### config.mk
export PLATFORM = sky130hd
export DESIGN_NAME = ulmcs_top
export DESIGN_NICKNAME = d
export VERILOG_FILES = /design/src/ulmcs_pkg.sv /design/src/ulmcs_sync.sv /design/src/ulmcs_parity.sv /design/src/ulmcs_top.sv
export SDC_FILE = /design/constraint.sdc
export NUM_CORES = 1
export LEC_CHECK = 0
export BUFFER_PORTS_ARGS = -buffer_cell sky130_fd_sc_hd__buf_2
export CORE_UTILIZATION = 55
export DETAILED_ROUTE_END_ITERATION = 10
export PLACE_DENSITY = 0.82
export SYNTH_ARGS = -nofsm -noshare
export SYNTH_HDL_FRONTEND = slang
export SYNTH_HIERARCHICAL = 1
export SYNTH_SLANG_ARGS = --single-unit
### constraint.sdc
create_clock -name clock -period 2.2 [get_ports clock]
set_input_delay 0.33 -clock clock [delete_from_list [all_inputs] [get_ports clock]]
set_output_delay 0.33 -clock clock [all_outputs]
set_load 0.02 [all_outputs]
### src/ulmcs_pkg.sv
// Package: constants for the line and modem control and status block.
// Assumes an 8-bit register port with a 3-bit offset and one 200 MHz clock.
package ulmcs_pkg;

   // ------------------------------------------------------------
   // Register offsets
   // ------------------------------------------------------------
   localparam logic [2:0] OFS_DATA = 3'h0;
   localparam logic [2:0] OFS_IRQ_ENABLE = 3'h1;
   localparam logic [2:0] OFS_LINE_CONTROL = 3'h3;
   localparam logic [2:0] OFS_MODEM_CONTROL = 3'h4;
   localparam logic [2:0] OFS_LINE_STATUS = 3'h5;
   localparam logic [2:0] OFS_MODEM_STATUS = 3'h6;

   // ------------------------------------------------------------
   // Field positions
   // ------------------------------------------------------------
   localparam int LC_PARITY_EN = 3;
   localparam int LC_EVEN_SEL = 4;
   localparam int LC_STICK = 5;
   localparam int LC_BREAK = 6;
   localparam int LC_DIV_ACCESS = 7;
   localparam int MC_TERM_READY = 0;
   localparam int MC_SEND_REQ = 1;
   localparam int MC_USER_USER_OUTPUT_ONE = 2;
   localparam int MC_IRQ_GATE = 3;
   localparam int MC_LOOPBACK = 4;
   localparam int IE_RX_DATA = 0;
   localparam int IE_TX_EMPTY = 1;
   localparam int IE_LINE_ERR = 2;
   localparam int IE_MODEM = 3;

   // ------------------------------------------------------------
   // Reset values and bit timing
   // ------------------------------------------------------------
   localparam logic [7:0] LINE_CONTROL_RST = 8'h00;
   localparam logic [4:0] MODEM_CONTROL_RST = 5'h00;
   localparam logic [3:0] IRQ_ENABLE_RST = 4'h0;
   localparam logic [15:0] DIVISOR_RST = 16'h0001;
   localparam logic [4:0] PIN_SYNC_RST = 5'h1f;
   localparam logic [3:0] OVS_LAST = 4'hf;
   localparam logic [3:0] OVS_MID = 4'h7;
   localparam logic [2:0] DATA_LAST = 3'h7;

   // ------------------------------------------------------------
   // State types
   // ------------------------------------------------------------
   typedef enum logic [2:0] {TX_IDLE, TX_START, TX_DATA, TX_PARITY, TX_STOP} ulmcs_tx_state_t;
   typedef enum logic [2:0] {
      RX_IDLE, RX_START, RX_DATA, RX_PARITY, RX_STOP, RX_BREAK
   } ulmcs_rx_state_t;

endpackage : ulmcs_pkg

### src/ulmcs_sync.sv
// Three-stage pin synchroniser with agreement filter.
// Assumes asynchronous pin levels; output changes once stages two and three agree.
`timescale 1ns/1ps
module ulmcs_sync #(
   parameter int W = 5,
   parameter logic [W-1:0] RST = '1
) (
   input wire logic clock,
   input wire logic arst_n,
   input wire logic [W-1:0] din,
   output logic [W-1:0] dout
);
   logic [W-1:0] s1_q;
   logic [W-1:0] s2_q;
   logic [W-1:0] s3_q;
   logic [W-1:0] out_q;

   always_ff @(posedge clock or negedge arst_n) begin
      if (!arst_n) begin
         s1_q <= RST;
         s2_q <= RST;
         s3_q <= RST;
         out_q <= RST;
      end else begin
         s1_q <= din;
         s2_q <= s1_q;
         s3_q <= s2_q;
         for (int i = 0; i < W; i++) begin
            if (s2_q[i] == s3_q[i]) begin
               out_q[i] <= s3_q[i];
            end
         end
      end
   end

   assign dout = out_q;
endmodule : ulmcs_sync

### src/ulmcs_parity.sv
// Parity bit for one eight-bit character.
// Assumes the caller applies it only while parity is enabled.
`timescale 1ns/1ps
module ulmcs_parity (
   input wire logic [7:0] data,
   input wire logic even_sel,
   input wire logic stick,
   output logic par
);
   // Stick forces the inverse of even select
   assign par = stick ? ~even_sel : (even_sel ? ^data : ~^data);
endmodule : ulmcs_parity

### src/ulmcs_top.sv
// Serial port line and modem control and status, with its bit engines.
// Assumes a one-cycle register port and asynchronous serial and modem pins.
//
// Function
// - With parity enabled, a parity bit follows data on transmit and is checked.
// - Parity is odd when even select is 0, even when it is 1.
// - Stick parity sends and expects the inverse of even select.
// - Break control holds the serial output low until cleared.
// - Divisor access selects divisor latches or data and enable registers.
// - Ready and send request outputs go low when their control bits are 1, except in loopback.
// - User output one is a plain read/write bit with no pin.
// - Interrupt gate 0 floats the interrupt output; 1 enables it.
// - Loopback marks the output unless break is set, loops transmit to receive, parks modem outputs high.
// - Loopback routes the four modem controls to the four modem inputs.
// - In loopback, interrupts still work, modem ones sourced from control bits.
// - Top three modem control bits read zero.
// - Receive ready sets on a received character, clears when it is read.
// - Overrun sets when an unread character is overwritten; status read clears.
// - Parity error flags a bad parity character; status read clears.
// - Framing error on low stop bit; resynchronise treating it as start.
// - Break flags a long low line, stores zero, waits half bit high.
// - Overrun, parity, framing or break raise the line status interrupt.
// - Holding empty sets on transfer to shifter, clears on host write.
// - Transmitter empty is 1 only with holding and shift registers empty.
// - Top line status bit reads zero without FIFO mode.
// - Send and ready changes and ring trailing edge set flags; status read clears.
// - Carrier change is flagged; any change flag raises the modem interrupt.
// - Upper modem status bits show inverted inputs, or control bits in loopback.
//
// Strobed register access is this design's own decision.
`timescale 1ns/1ps
module ulmcs_top (
   input wire logic clock,
   input wire logic arst_n,
   input wire logic [2:0] addr,
   input wire logic [7:0] wdata,
   input wire logic wr_en,
   input wire logic rd_en,
   output logic [7:0] rdata,
   output logic txd,
   input wire logic rxd,
   input wire logic clear_to_send_n,
   input wire logic set_ready_n,
   input wire logic ring_indicator_n,
   input wire logic carrier_detect_n,
   output logic terminal_ready_n,
   output logic send_request_n,
   output logic irq_out,
   output logic irq_oe_n
);
   import ulmcs_pkg::*;

   // ------------------------------------------------------------
   // Register decode
   // ------------------------------------------------------------
   logic [7:0] line_control_q;
   logic [4:0] modem_control_q;
   logic [3:0] ier_q;
   logic [15:0] divisor_q;
   logic divisor_access_select;
   logic wr_thr, rd_rbr, rd_ls, rd_ms, wr_div;
   logic loop_en;

   assign divisor_access_select = line_control_q[LC_DIV_ACCESS];
   assign loop_en = modem_control_q[MC_LOOPBACK];
   assign wr_thr = wr_en && addr == OFS_DATA && !divisor_access_select;
   assign rd_rbr = rd_en && addr == OFS_DATA && !divisor_access_select;
   assign wr_div = wr_en && divisor_access_select && (addr == OFS_DATA || addr == OFS_IRQ_ENABLE);
   assign rd_ls = rd_en && addr == OFS_LINE_STATUS;
   assign rd_ms = rd_en && addr == OFS_MODEM_STATUS;

   always_ff @(posedge clock or negedge arst_n) begin
      if (!arst_n) begin
         line_control_q <= LINE_CONTROL_RST;
         modem_control_q <= MODEM_CONTROL_RST;
         ier_q <= IRQ_ENABLE_RST;
         divisor_q <= DIVISOR_RST;
      end else if (wr_en) begin
         case (addr)
            OFS_DATA: begin
               if (divisor_access_select) divisor_q[7:0] <= wdata;
            end
            OFS_IRQ_ENABLE: begin
               if (divisor_access_select) divisor_q[15:8] <= wdata;
               else ier_q <= wdata[3:0];
            end
            OFS_LINE_CONTROL: line_control_q <= wdata;
            OFS_MODEM_CONTROL: modem_control_q <= wdata[4:0];
            default: ;
         endcase
      end
   end

   // ------------------------------------------------------------
   // Baud tick at sixteen times the bit rate
   // ------------------------------------------------------------
   logic [15:0] baud_cnt_q;
   logic tick;
   assign tick = baud_cnt_q == 16'h0000;

   always_ff @(posedge clock or negedge arst_n) begin
      if (!arst_n) baud_cnt_q <= 16'h0000;
      else if (wr_div || tick) baud_cnt_q <= (divisor_q > 16'h0001) ? divisor_q - 16'h0001 : 16'h0000;
      else baud_cnt_q <= baud_cnt_q - 16'h0001;
   end

   // ------------------------------------------------------------
   // Pin synchronisers and modem inputs
   // ------------------------------------------------------------
   logic [4:0] pins_s;
   logic [3:0] modem_in;
   logic [3:0] modem_prev_q;
   logic [3:0] delta_q;
   logic [3:0] delta_set;

   ulmcs_sync #(.W(5), .RST(PIN_SYNC_RST)) u_sync (
      .clock(clock),
      .arst_n(arst_n),
      .din({rxd, carrier_detect_n, ring_indicator_n, set_ready_n, clear_to_send_n}),
      .dout(pins_s)
   );

   // Order: carrier, ring, ready, send, all active high
   assign modem_in = loop_en ? {modem_control_q[MC_IRQ_GATE], modem_control_q[MC_USER_USER_OUTPUT_ONE],
                                modem_control_q[MC_TERM_READY], modem_control_q[MC_SEND_REQ]}
                             : ~pins_s[3:0];
   assign delta_set = {modem_in[3] ^ modem_prev_q[3], modem_prev_q[2] & ~modem_in[2],
                       modem_in[1:0] ^ modem_prev_q[1:0]};

   always_ff @(posedge clock or negedge arst_n) begin
      if (!arst_n) modem_prev_q <= 4'h0;
      else modem_prev_q <= modem_in;
   end

   always_ff @(posedge clock or negedge arst_n) begin
      if (!arst_n) delta_q <= 4'h0;
      else delta_q <= (rd_ms ? 4'h0 : delta_q) | delta_set;
   end

   assign terminal_ready_n = loop_en | ~modem_control_q[MC_TERM_READY];
   assign send_request_n = loop_en | ~modem_control_q[MC_SEND_REQ];

   // ------------------------------------------------------------
   // Transmitter
   // ------------------------------------------------------------
   ulmcs_tx_state_t tx_state_q;
   logic [7:0] thr_q, tsr_q;
   logic thr_full_q, tx_par_q, tx_par, tx_line, txd_q;
   logic [3:0] tx_cnt_q;
   logic [2:0] tx_bit_q;
   logic thr_load, tx_bit_end, holding_empty_flag, transmitter_empty_flag;

   ulmcs_parity u_tx_par (
      .data(thr_q),
      .even_sel(line_control_q[LC_EVEN_SEL]),
      .stick(line_control_q[LC_STICK]),
      .par(tx_par)
   );

   assign thr_load = tx_state_q == TX_IDLE && thr_full_q && tick;
   assign tx_bit_end = tick && tx_cnt_q == OVS_LAST;
   assign holding_empty_flag = !thr_full_q;
   assign transmitter_empty_flag = !thr_full_q && tx_state_q == TX_IDLE;

   always_ff @(posedge clock or negedge arst_n) begin
      if (!arst_n) begin
         thr_q <= 8'h00;
         thr_full_q <= 1'b0;
      end else begin
         if (wr_thr) thr_q <= wdata;
         if (wr_thr) thr_full_q <= 1'b1;
         else if (thr_load) thr_full_q <= 1'b0;
      end
   end

   always_ff @(posedge clock or negedge arst_n) begin
      if (!arst_n) begin
         tx_state_q <= TX_IDLE;
         tsr_q <= 8'h00;
         tx_par_q <= 1'b0;
         tx_cnt_q <= 4'h0;
         tx_bit_q <= 3'h0;
      end else begin
         if (tick && tx_state_q != TX_IDLE) tx_cnt_q <= tx_cnt_q + 4'h1;
         case (tx_state_q)
            TX_IDLE: begin
               tx_cnt_q <= 4'h0;
               if (thr_load) begin
                  tsr_q <= thr_q;
                  tx_par_q <= tx_par;
                  tx_state_q <= TX_START;
               end
            end
            TX_START: begin
               if (tx_bit_end) begin
                  tx_bit_q <= 3'h0;
                  tx_state_q <= TX_DATA;
               end
            end
            TX_DATA: begin
               if (tx_bit_end) begin
                  tsr_q <= {1'b0, tsr_q[7:1]};
                  tx_bit_q <= tx_bit_q + 3'h1;
                  if (tx_bit_q == DATA_LAST) begin
                     tx_state_q <= line_control_q[LC_PARITY_EN] ? TX_PARITY : TX_STOP;
                  end
               end
            end
            TX_PARITY: if (tx_bit_end) tx_state_q <= TX_STOP;
            TX_STOP: if (tx_bit_end) tx_state_q <= TX_IDLE;
            default: tx_state_q <= TX_IDLE;
         endcase
      end
   end

   always_comb begin
      case (tx_state_q)
         TX_START: tx_line = 1'b0;
         TX_DATA: tx_line = tsr_q[0];
         TX_PARITY: tx_line = tx_par_q;
         default: tx_line = 1'b1;
      endcase
   end

   always_ff @(posedge clock or negedge arst_n) begin
      if (!arst_n) txd_q <= 1'b1;
      else if (line_control_q[LC_BREAK]) txd_q <= 1'b0;
      else if (loop_en) txd_q <= 1'b1;
      else txd_q <= tx_line;
   end
   assign txd = txd_q;

   // ------------------------------------------------------------
   // Receiver
   // ------------------------------------------------------------
   ulmcs_rx_state_t rx_state_q;
   logic rx_in, rx_par_q, rx_exp_par;
   logic [7:0] rx_shift_q, rbr_q;
   logic [3:0] rx_cnt_q;
   logic [2:0] rx_bit_q;
   logic rx_sample, char_done, brk_ev, fe_ev, pe_ev, oe_ev;
   logic dr_q, oe_q, pe_q, fe_q, bi_q;

   assign rx_in = loop_en ? tx_line : pins_s[4];
   assign rx_sample = tick && rx_cnt_q == OVS_LAST;
   assign char_done = rx_state_q == RX_STOP && rx_sample;

   ulmcs_parity u_rx_par (
      .data(rx_shift_q),
      .even_sel(line_control_q[LC_EVEN_SEL]),
      .stick(line_control_q[LC_STICK]),
      .par(rx_exp_par)
   );

   assign brk_ev = char_done && !rx_in && rx_shift_q == 8'h00 &&
                   !(line_control_q[LC_PARITY_EN] && rx_par_q);
   assign fe_ev = char_done && !rx_in && !brk_ev;
   assign pe_ev = char_done && !brk_ev && line_control_q[LC_PARITY_EN] &&
                  rx_par_q != rx_exp_par;
   assign oe_ev = char_done && dr_q && !rd_rbr;

   always_ff @(posedge clock or negedge arst_n) begin
      if (!arst_n) begin
         rx_state_q <= RX_IDLE;
         rx_cnt_q <= 4'h0;
         rx_bit_q <= 3'h0;
         rx_shift_q <= 8'h00;
         rx_par_q <= 1'b0;
      end else begin
         if (tick) rx_cnt_q <= rx_cnt_q + 4'h1;
         case (rx_state_q)
            RX_IDLE: begin
               rx_cnt_q <= 4'h0;
               if (!rx_in) rx_state_q <= RX_START;
            end
            RX_START: begin
               if (tick && rx_cnt_q == OVS_MID) begin
                  rx_cnt_q <= 4'h0;
                  rx_bit_q <= 3'h0;
                  rx_state_q <= rx_in ? RX_IDLE : RX_DATA;
               end
            end
            RX_DATA: begin
               if (rx_sample) begin
                  rx_shift_q <= {rx_in, rx_shift_q[7:1]};
                  rx_bit_q <= rx_bit_q + 3'h1;
                  if (rx_bit_q == DATA_LAST) begin
                     rx_state_q <= line_control_q[LC_PARITY_EN] ? RX_PARITY : RX_STOP;
                  end
               end
            end
            RX_PARITY: begin
               if (rx_sample) begin
                  rx_par_q <= rx_in;
                  rx_state_q <= RX_STOP;
               end
            end
            RX_STOP: begin
               if (rx_sample) begin
                  rx_bit_q <= 3'h0;
                  if (rx_in) rx_state_q <= RX_IDLE;
                  else if (brk_ev) rx_state_q <= RX_BREAK;
                  else rx_state_q <= RX_DATA;
               end
            end
            RX_BREAK: begin
               // Needs half a bit of high line before restart
               if (rx_in == 1'b0) rx_cnt_q <= 4'h0;
               else if (tick && rx_cnt_q == OVS_MID) rx_state_q <= RX_IDLE;
            end
            default: rx_state_q <= RX_IDLE;
         endcase
      end
   end

   always_ff @(posedge clock or negedge arst_n) begin
      if (!arst_n) begin
         rbr_q <= 8'h00;
         dr_q <= 1'b0;
      end else begin
         if (char_done) rbr_q <= brk_ev ? 8'h00 : rx_shift_q;
         dr_q <= (rd_rbr ? 1'b0 : dr_q) | char_done;
      end
   end

   always_ff @(posedge clock or negedge arst_n) begin
      if (!arst_n) begin
         oe_q <= 1'b0;
         pe_q <= 1'b0;
         fe_q <= 1'b0;
         bi_q <= 1'b0;
      end else begin
         oe_q <= (rd_ls ? 1'b0 : oe_q) | oe_ev;
         pe_q <= (rd_ls ? 1'b0 : pe_q) | pe_ev;
         fe_q <= (rd_ls ? 1'b0 : fe_q) | fe_ev;
         bi_q <= (rd_ls ? 1'b0 : bi_q) | brk_ev;
      end
   end

   // ------------------------------------------------------------
   // Read data and interrupt
   // ------------------------------------------------------------
   logic [7:0] rdata_q;
   logic irq_q;

   always_ff @(posedge clock or negedge arst_n) begin
      if (!arst_n) rdata_q <= 8'h00;
      else if (!rd_en) rdata_q <= 8'h00;
      else begin
         case (addr)
            OFS_DATA: rdata_q <= divisor_access_select ? divisor_q[7:0] : rbr_q;
            OFS_IRQ_ENABLE: rdata_q <= divisor_access_select ? divisor_q[15:8] : {4'h0, ier_q};
            OFS_LINE_CONTROL: rdata_q <= line_control_q;
            OFS_MODEM_CONTROL: rdata_q <= {3'h0, modem_control_q};
            OFS_LINE_STATUS: rdata_q <= {1'b0, transmitter_empty_flag, holding_empty_flag, bi_q, fe_q, pe_q, oe_q, dr_q};
            OFS_MODEM_STATUS: rdata_q <= {modem_in, delta_q};
            default: rdata_q <= 8'h00;
         endcase
      end
   end
   assign rdata = rdata_q;

   always_ff @(posedge clock or negedge arst_n) begin
      if (!arst_n) irq_q <= 1'b0;
      else irq_q <= (ier_q[IE_LINE_ERR] && (oe_q || pe_q || fe_q || bi_q)) ||
                    (ier_q[IE_RX_DATA] && dr_q) || (ier_q[IE_TX_EMPTY] && holding_empty_flag) ||
                    (ier_q[IE_MODEM] && delta_q != 4'h0);
   end
   assign irq_out = irq_q;
   assign irq_oe_n = ~modem_control_q[MC_IRQ_GATE];
endmodule : ulmcs_top

## Word level (Yosys, flattened, before mapping)

Cells that the tools add are included.

- $add $sub $neg: 6
- Divide/modulo/power cells: 0
- Shift-type cells: 0
- Magnitude comparators: 1
- Eq/ne operators: 39
- Reduce and logical (&&, ||, !) cells: 73
- Bitwise gates (word level): 18
- Multipliers: 0
- Mux-type cells: 58

Operator list:

| operator | number |
|---|---|
| $mux W3 | 20 |
| $mux W8 | 6 |
| $pmux W8 S6 | 1 |
| $mux W16 | 2 |
| $sub A16 B1 Y16 const B | 2 |
| $logic_and A1 B1 Y1 | 30 |
| $mux W4 | 7 |
| $ne A2 B2 Y1 const B | 14 |
| $eq A3 B3 Y1 const B | 8 |
| $pmux W3 S6 | 1 |
| $gt A16 B1 Y1 const B | 1 |
| $logic_not A16 Y1 | 1 |
| $pmux W8 S2 | 1 |
| $reduce_xnor A8 Y1 | 2 |
| $reduce_xor A8 Y1 | 2 |
| $eq A3 B2 Y1 const B | 5 |
| $pmux W3 S5 | 1 |
| $reduce_and A3 Y1 | 5 |
| $mux W1 | 14 |
| $pmux W4 S3 | 1 |
| $reduce_and A2 Y1 | 5 |
| $eq A3 B1 Y1 const B | 3 |
| $logic_not A3 Y1 | 3 |
| $pmux W3 S3 | 1 |
| 25 further kinds | 59 |

- Memory bits (read-only): 0
- Flip-flop bits (word level): 147
- Memories kept: 0
- Output and inout bits: 13
- Latch bits: 0
- Logic and storage cells: 232
- Memory bits (writable): 0

## Logic depth before layout (Yosys ltp)

- Depth after elaboration: 12
- Mapped depth: 9
- Depth with buffers taken out: 8

## Cells and area by module

The synthesis kept the hierarchy.

Modules (own cells, without submodules):

| module | times used | area each (um^2) | cells an instance | sequential area each (um^2) |
|---|---|---|---|---|
| ulmcs_top | 1 | 6438.7 | 626 | 3180.6 |
| ulmcs_sync | 1 | 581.8 | 25 | 525.5 |
| ulmcs_parity | 2 | 73.8 | 9 | 0.0 |

## Least setup slack after synthesis

No wires, ideal clock.

- Path kind: register to register
- Start: register baud_cnt_q[0]
- End: register rx_bit_q[0]
- Buffers on the path: 1
- Data arrival time: 2.209 ns
- Clock period less this slack: 2.353 ns
- Cell stages (with the launch flop): 10
- Slack: -0.153 ns
- Required time: 2.057 ns
- Cell sequence: dfrtp_1 -> inv_1 -> ha_1 -> or4b_1 -> nor4_4 -> nand2_2 -> or3_1 -> buf_2 -> mux2i_1 -> a211oi_1

- Word-level cells in the longest chain between the ends: 4
- Elaborated cells on any way between the ends: 7
- Classes of those cells: 3 x eq/ne; 4 x reduce/logical

Ends and longest elaborated chain:

| item | RTL line | text |
|---|---|---|
| start, declared | ulmcs_top.sv:97 | `logic [15:0] baud_cnt_q;` |
| start signal, assigned | ulmcs_top.sv:103 | `else if (wr_div \|\| tick) baud_cnt_q <= (divisor_q > 16'h0001) ? divisor_q - 16'h0001 : 16'h0000;` |
| start signal, assigned | ulmcs_top.sv:104 | `else baud_cnt_q <= baud_cnt_q - 16'h0001;` |
| $logic_not A16 Y1 * | ulmcs_top.sv:99 | `assign tick = baud_cnt_q == 16'h0000;` |
| $logic_and A1 B1 Y1, on equally long branches | ulmcs_top.sv:277, ulmcs_top.sv:245 |  |
| $ne A2 B2 Y1 (no source line) | - |  |
| $reduce_and A4 Y1 (no source line) * | - |  |
| end signal, assigned | ulmcs_top.sv:286 | `rx_bit_q <= rx_bit_q + 3'h1;` |
| end, declared | ulmcs_top.sv:240 | `logic [2:0] rx_bit_q;` |

Mark *: on every way between the ends. The rest lies on a longest branch, timed or not.
A chain may end at the register's enable or synchronous reset.

## Worst setup path after layout

- Start: register baud_cnt_q[3]
- End: register rx_bit_q[0]

The elaborated chain is that of the path after synthesis.

==> results.json <==
{
  "synthFlopType": "dfrtp_1",
  "antenna_cells": 0,
  "status": "finished with violations",
  "port_buffers": 32,
  "clkSlewWorstSetupHoldPaths_ns": 0.06,
  "drtIter0Drc": 704,
  "cpLargestDelayFamily": "simple AND/OR/NAND/NOR gates",
  "wl_um": 21300,
  "finalPower_mw": 9.71,
  "cts_max_path_buffers": 2,
  "synth_fp_nets": 699,
  "cp.required_ns": 2.47,
  "cpMaxStageDelayCell": "or4_4",
  "ir_drop_v": 0.000812,
  "drv_slew": 0,
  "die_area_um2": 13500,
  "synth_seq_cells": 147,
  "antenna_left": 0,
  "fin_crit_sh": 1.13,
  "use_met3": 0.0711,
  "rsz0062_at_grt": "true",
  "hp-class": "in2reg",
  "htreeDepth": 4,
  "dpl_cell_area_um2": 7930,
  "rows": 41,
  "max_freq_mhz": 404,
  "critPathMaxStageDelay_ns": 0.60,
  "synth_enable_flop_cells": 0,
  "cts.sinks": 147,
  "drt-pass1-iter-count": 5,
  "via_per_inst": 6.31,
  "max_slew.worst_pin.slew_ns": 0.695,
  "tritoncts": "yes",
  "syn_area_um2": 7170,
  "fp.dieH_um": 116,
  "area_growth_pct": 27.5,
  "syn_area_per_cell_um2": 10.7,
  "drive_gt1_frac": 0.372,
  "dp.cells": 905,
  "combPwrFrac": 0.295,
  "nets": 802,
  "p_sw_frac": 0.346,
  "fin_tns_setup_ns": -5.07,
  "top_usage_layer": "met2",
  "path_buf_inv": 1,
  "drv_cap": 0,
  "synth_top_area_frac": 0.436,
  "critPathKind": "reg2reg",
  "clock-root-buffer": "clkbuf_16",
  "finClkSkew_ns": 0.00852,
  "start_kind": "flip-flop",
  "via_count": 6038,
  "grt_pass1_wl_um": 30800,
  "gr-usage-met1": 0.388,
  "io_pins": 33,
  "hpwl_um": 12800,
  "p_sw_mw": 3.36,
  "gp_congestion": 0.982,
  "layout_setup_ws_ns": -0.277,
  "fin_area_um2": 9140,
  "grt_overflow": 0,
  "slew_headroom": 0.537,
  "p_per_area_nw_per_um2": 1060,
  "clkPwrFrac": 0.304,
  "synth_top_cells_by_count": "125 x dfrtp_1, 80 x nand2_1, 58 x nor2_1",
  "start_util": 0.566,
  "synth.area.top_cells": "dfrtp_1 44%, mux2_2 8.8%, dfstp_2 8.1%",
  "antenna_found_initial": 0,
  "grt_util_all_layers": 0.311,
  "synth_warnings": 6,
  "p_int_mw": 6.35,
  "final-setup-viol-count": 41,
  "p_leak_nw": 3.98,
  "yosysUniqueCellTypes": 64,
  "cts_buffers": 17,
  "yosysSeqAreaShare": 0.517,
  "arrival_ns": 2.75,
  "cp_max_fo": 5,
  "fp.dieW_um": 116,
  "yosysTopAreaCell": "dfrtp_1",
  "synth.most_common_cell": "dfrtp_1",
  "grt_pass1_vias": 5923,
  "endpoint_kind": "flip-flop",
  "failed_checks": "setup timing",
  "pwr-share-seq": 0.402,
  "hold_viol": 0,
  "crit_chain": "or4_4 -> nor4_4 -> nand2_2 -> buf_6 -> or3_4 -> mux2i_1 -> a211oi_1",
  "clock_latency_ns": 0.43,
  "grt_start_max_net_pins": 66,
  "ys_async_sr_fraction": 1.00,
  "grtUsageMet2": 0.507,
  "finalCriticalPeriod_ns": 2.48,
  "syn_inst": 669,
  "drc": 0,
  "core_um2": 12700,
  "holdWs_ns": 0.185,
  "final_cells": 957,
  "post-place-ws_ns": -0.149,
  "wl_per_cell_um": 22.3,
  "utilization": 0.721
}
## per-layer routing
layer	up-vias	wire [um]
met5	-	0
met1	2955	8180
met2	390	10400
met4	0	1040
met3	99	1670
li1	2594	-
## logic make-up after synthesis
logic type / share of synthesized area
simple gates: 0.152
flops: 0.517
compound gates: 0.109
mux: 0.109
xor+xnor: 0.0648
buf+inv: 0.0236
fa+ha+maj: 0.0253
## worst min-delay path: cells and delay by family
| family | cells | cell delay, ns |
|---|---|---|
| buffers and inverters | 1 | 0.15 |
| AO/OA/AOI/OAI | 1 | 0.07 |
| AND/OR/NAND/NOR | 1 | 0.06 |
## timing repair
item                                    CTS  global route
endpoints found under the setup margin   53            58
endpoints found under the hold margin    62             0
hold buffers                              6             0
pin swaps                                10            30
gates cloned                              3             2
buffers inserted                          4             9
resized for setup                        21            73
## power by group through the flow
| stage | combinational, mW | clock, mW | sequential (mW) |
|---|---|---|---|
| after floorplan | 1.65 | 0 | 3.59 |
| after global placement | 2.22 | 0 | 3.78 |
| final | 2.86 | 2.95 | 3.90 |
| after detailed placement | 2.32 | 0 | 3.81 |
| after global routing | 3.01 | 3.09 | 3.92 |
| after CTS | 2.45 | 2.98 | 3.80 |
## registers in the layout (all words and copies together), names as in the netlist, 3 cells and up
signal	flops
rx_shift_q	8
rbr_q	8
tx_bit_q	3
tx_state_q	3
tsr_q	8
u_sync/s3_q	5
thr_q	8
rdata	8
modem_prev_q	4
divisor_q	16
u_sync/dout	5
rx_state_q	3
line_control_q	8
tx_cnt_q	4
u_sync/s1_q	5
baud_cnt_q	16
ier_q	4
u_sync/s2_q	5
rx_cnt_q	4
rx_bit_q	3
modem_control_q	5
delta_q	4
## worst paths after layout
kind / start / cells after the start / slack [ns] / to
max reg2reg: baud_cnt_q[3] / 7 / -0.28 / rx_bit_q[0]
min reg2reg: u_sync/s1_q[0] / 0 / 0.35 / u_sync/s2_q[0]
min: wdata[0] / 3 / 0.19 / divisor_q[0]
max in group asynchronous: arst_n / 3 / 1.01 / u_sync/dout[4]
min in group asynchronous: arst_n / 2 / 0.48 / modem_control_q[0]
max: baud_cnt_q[3] / 7 / -0.28 / rx_bit_q[0]
## cell type report
type,instances,area [um2]
repair buffers,111,912
inverters,13,48.8
clock buffers,21,450
multi-input cells,482,3650
clock inverters,11,151
well taps,172,215
flip-flops and latches,147,3710
fillers,831,3530
## layout by cell type (no fill, tap or decap), types with 6 or more instances in the layout
master,n
o21ai_0,18
o22ai_1,9
dfstp_2,22
xnor2_1,39
inv_1,10
a21oi_2,7
nand3_1,8
ha_1,9
o22ai_2,6
nand2_1,68
clkbuf_16,18
buf_4,57
nor2_1,47
nand2_2,11
nor2b_1,10
a31oi_1,7
xor2_1,12
a21oi_1,26
dlygate4sd3_1,6
dfrtp_1,125
nor2_4,8
nor4_1,7
buf_2,31
a22oi_1,7
mux2_2,56
buf_6,8
nor3_1,7
mux2i_1,14
Power figures use the tool's default switching activity.
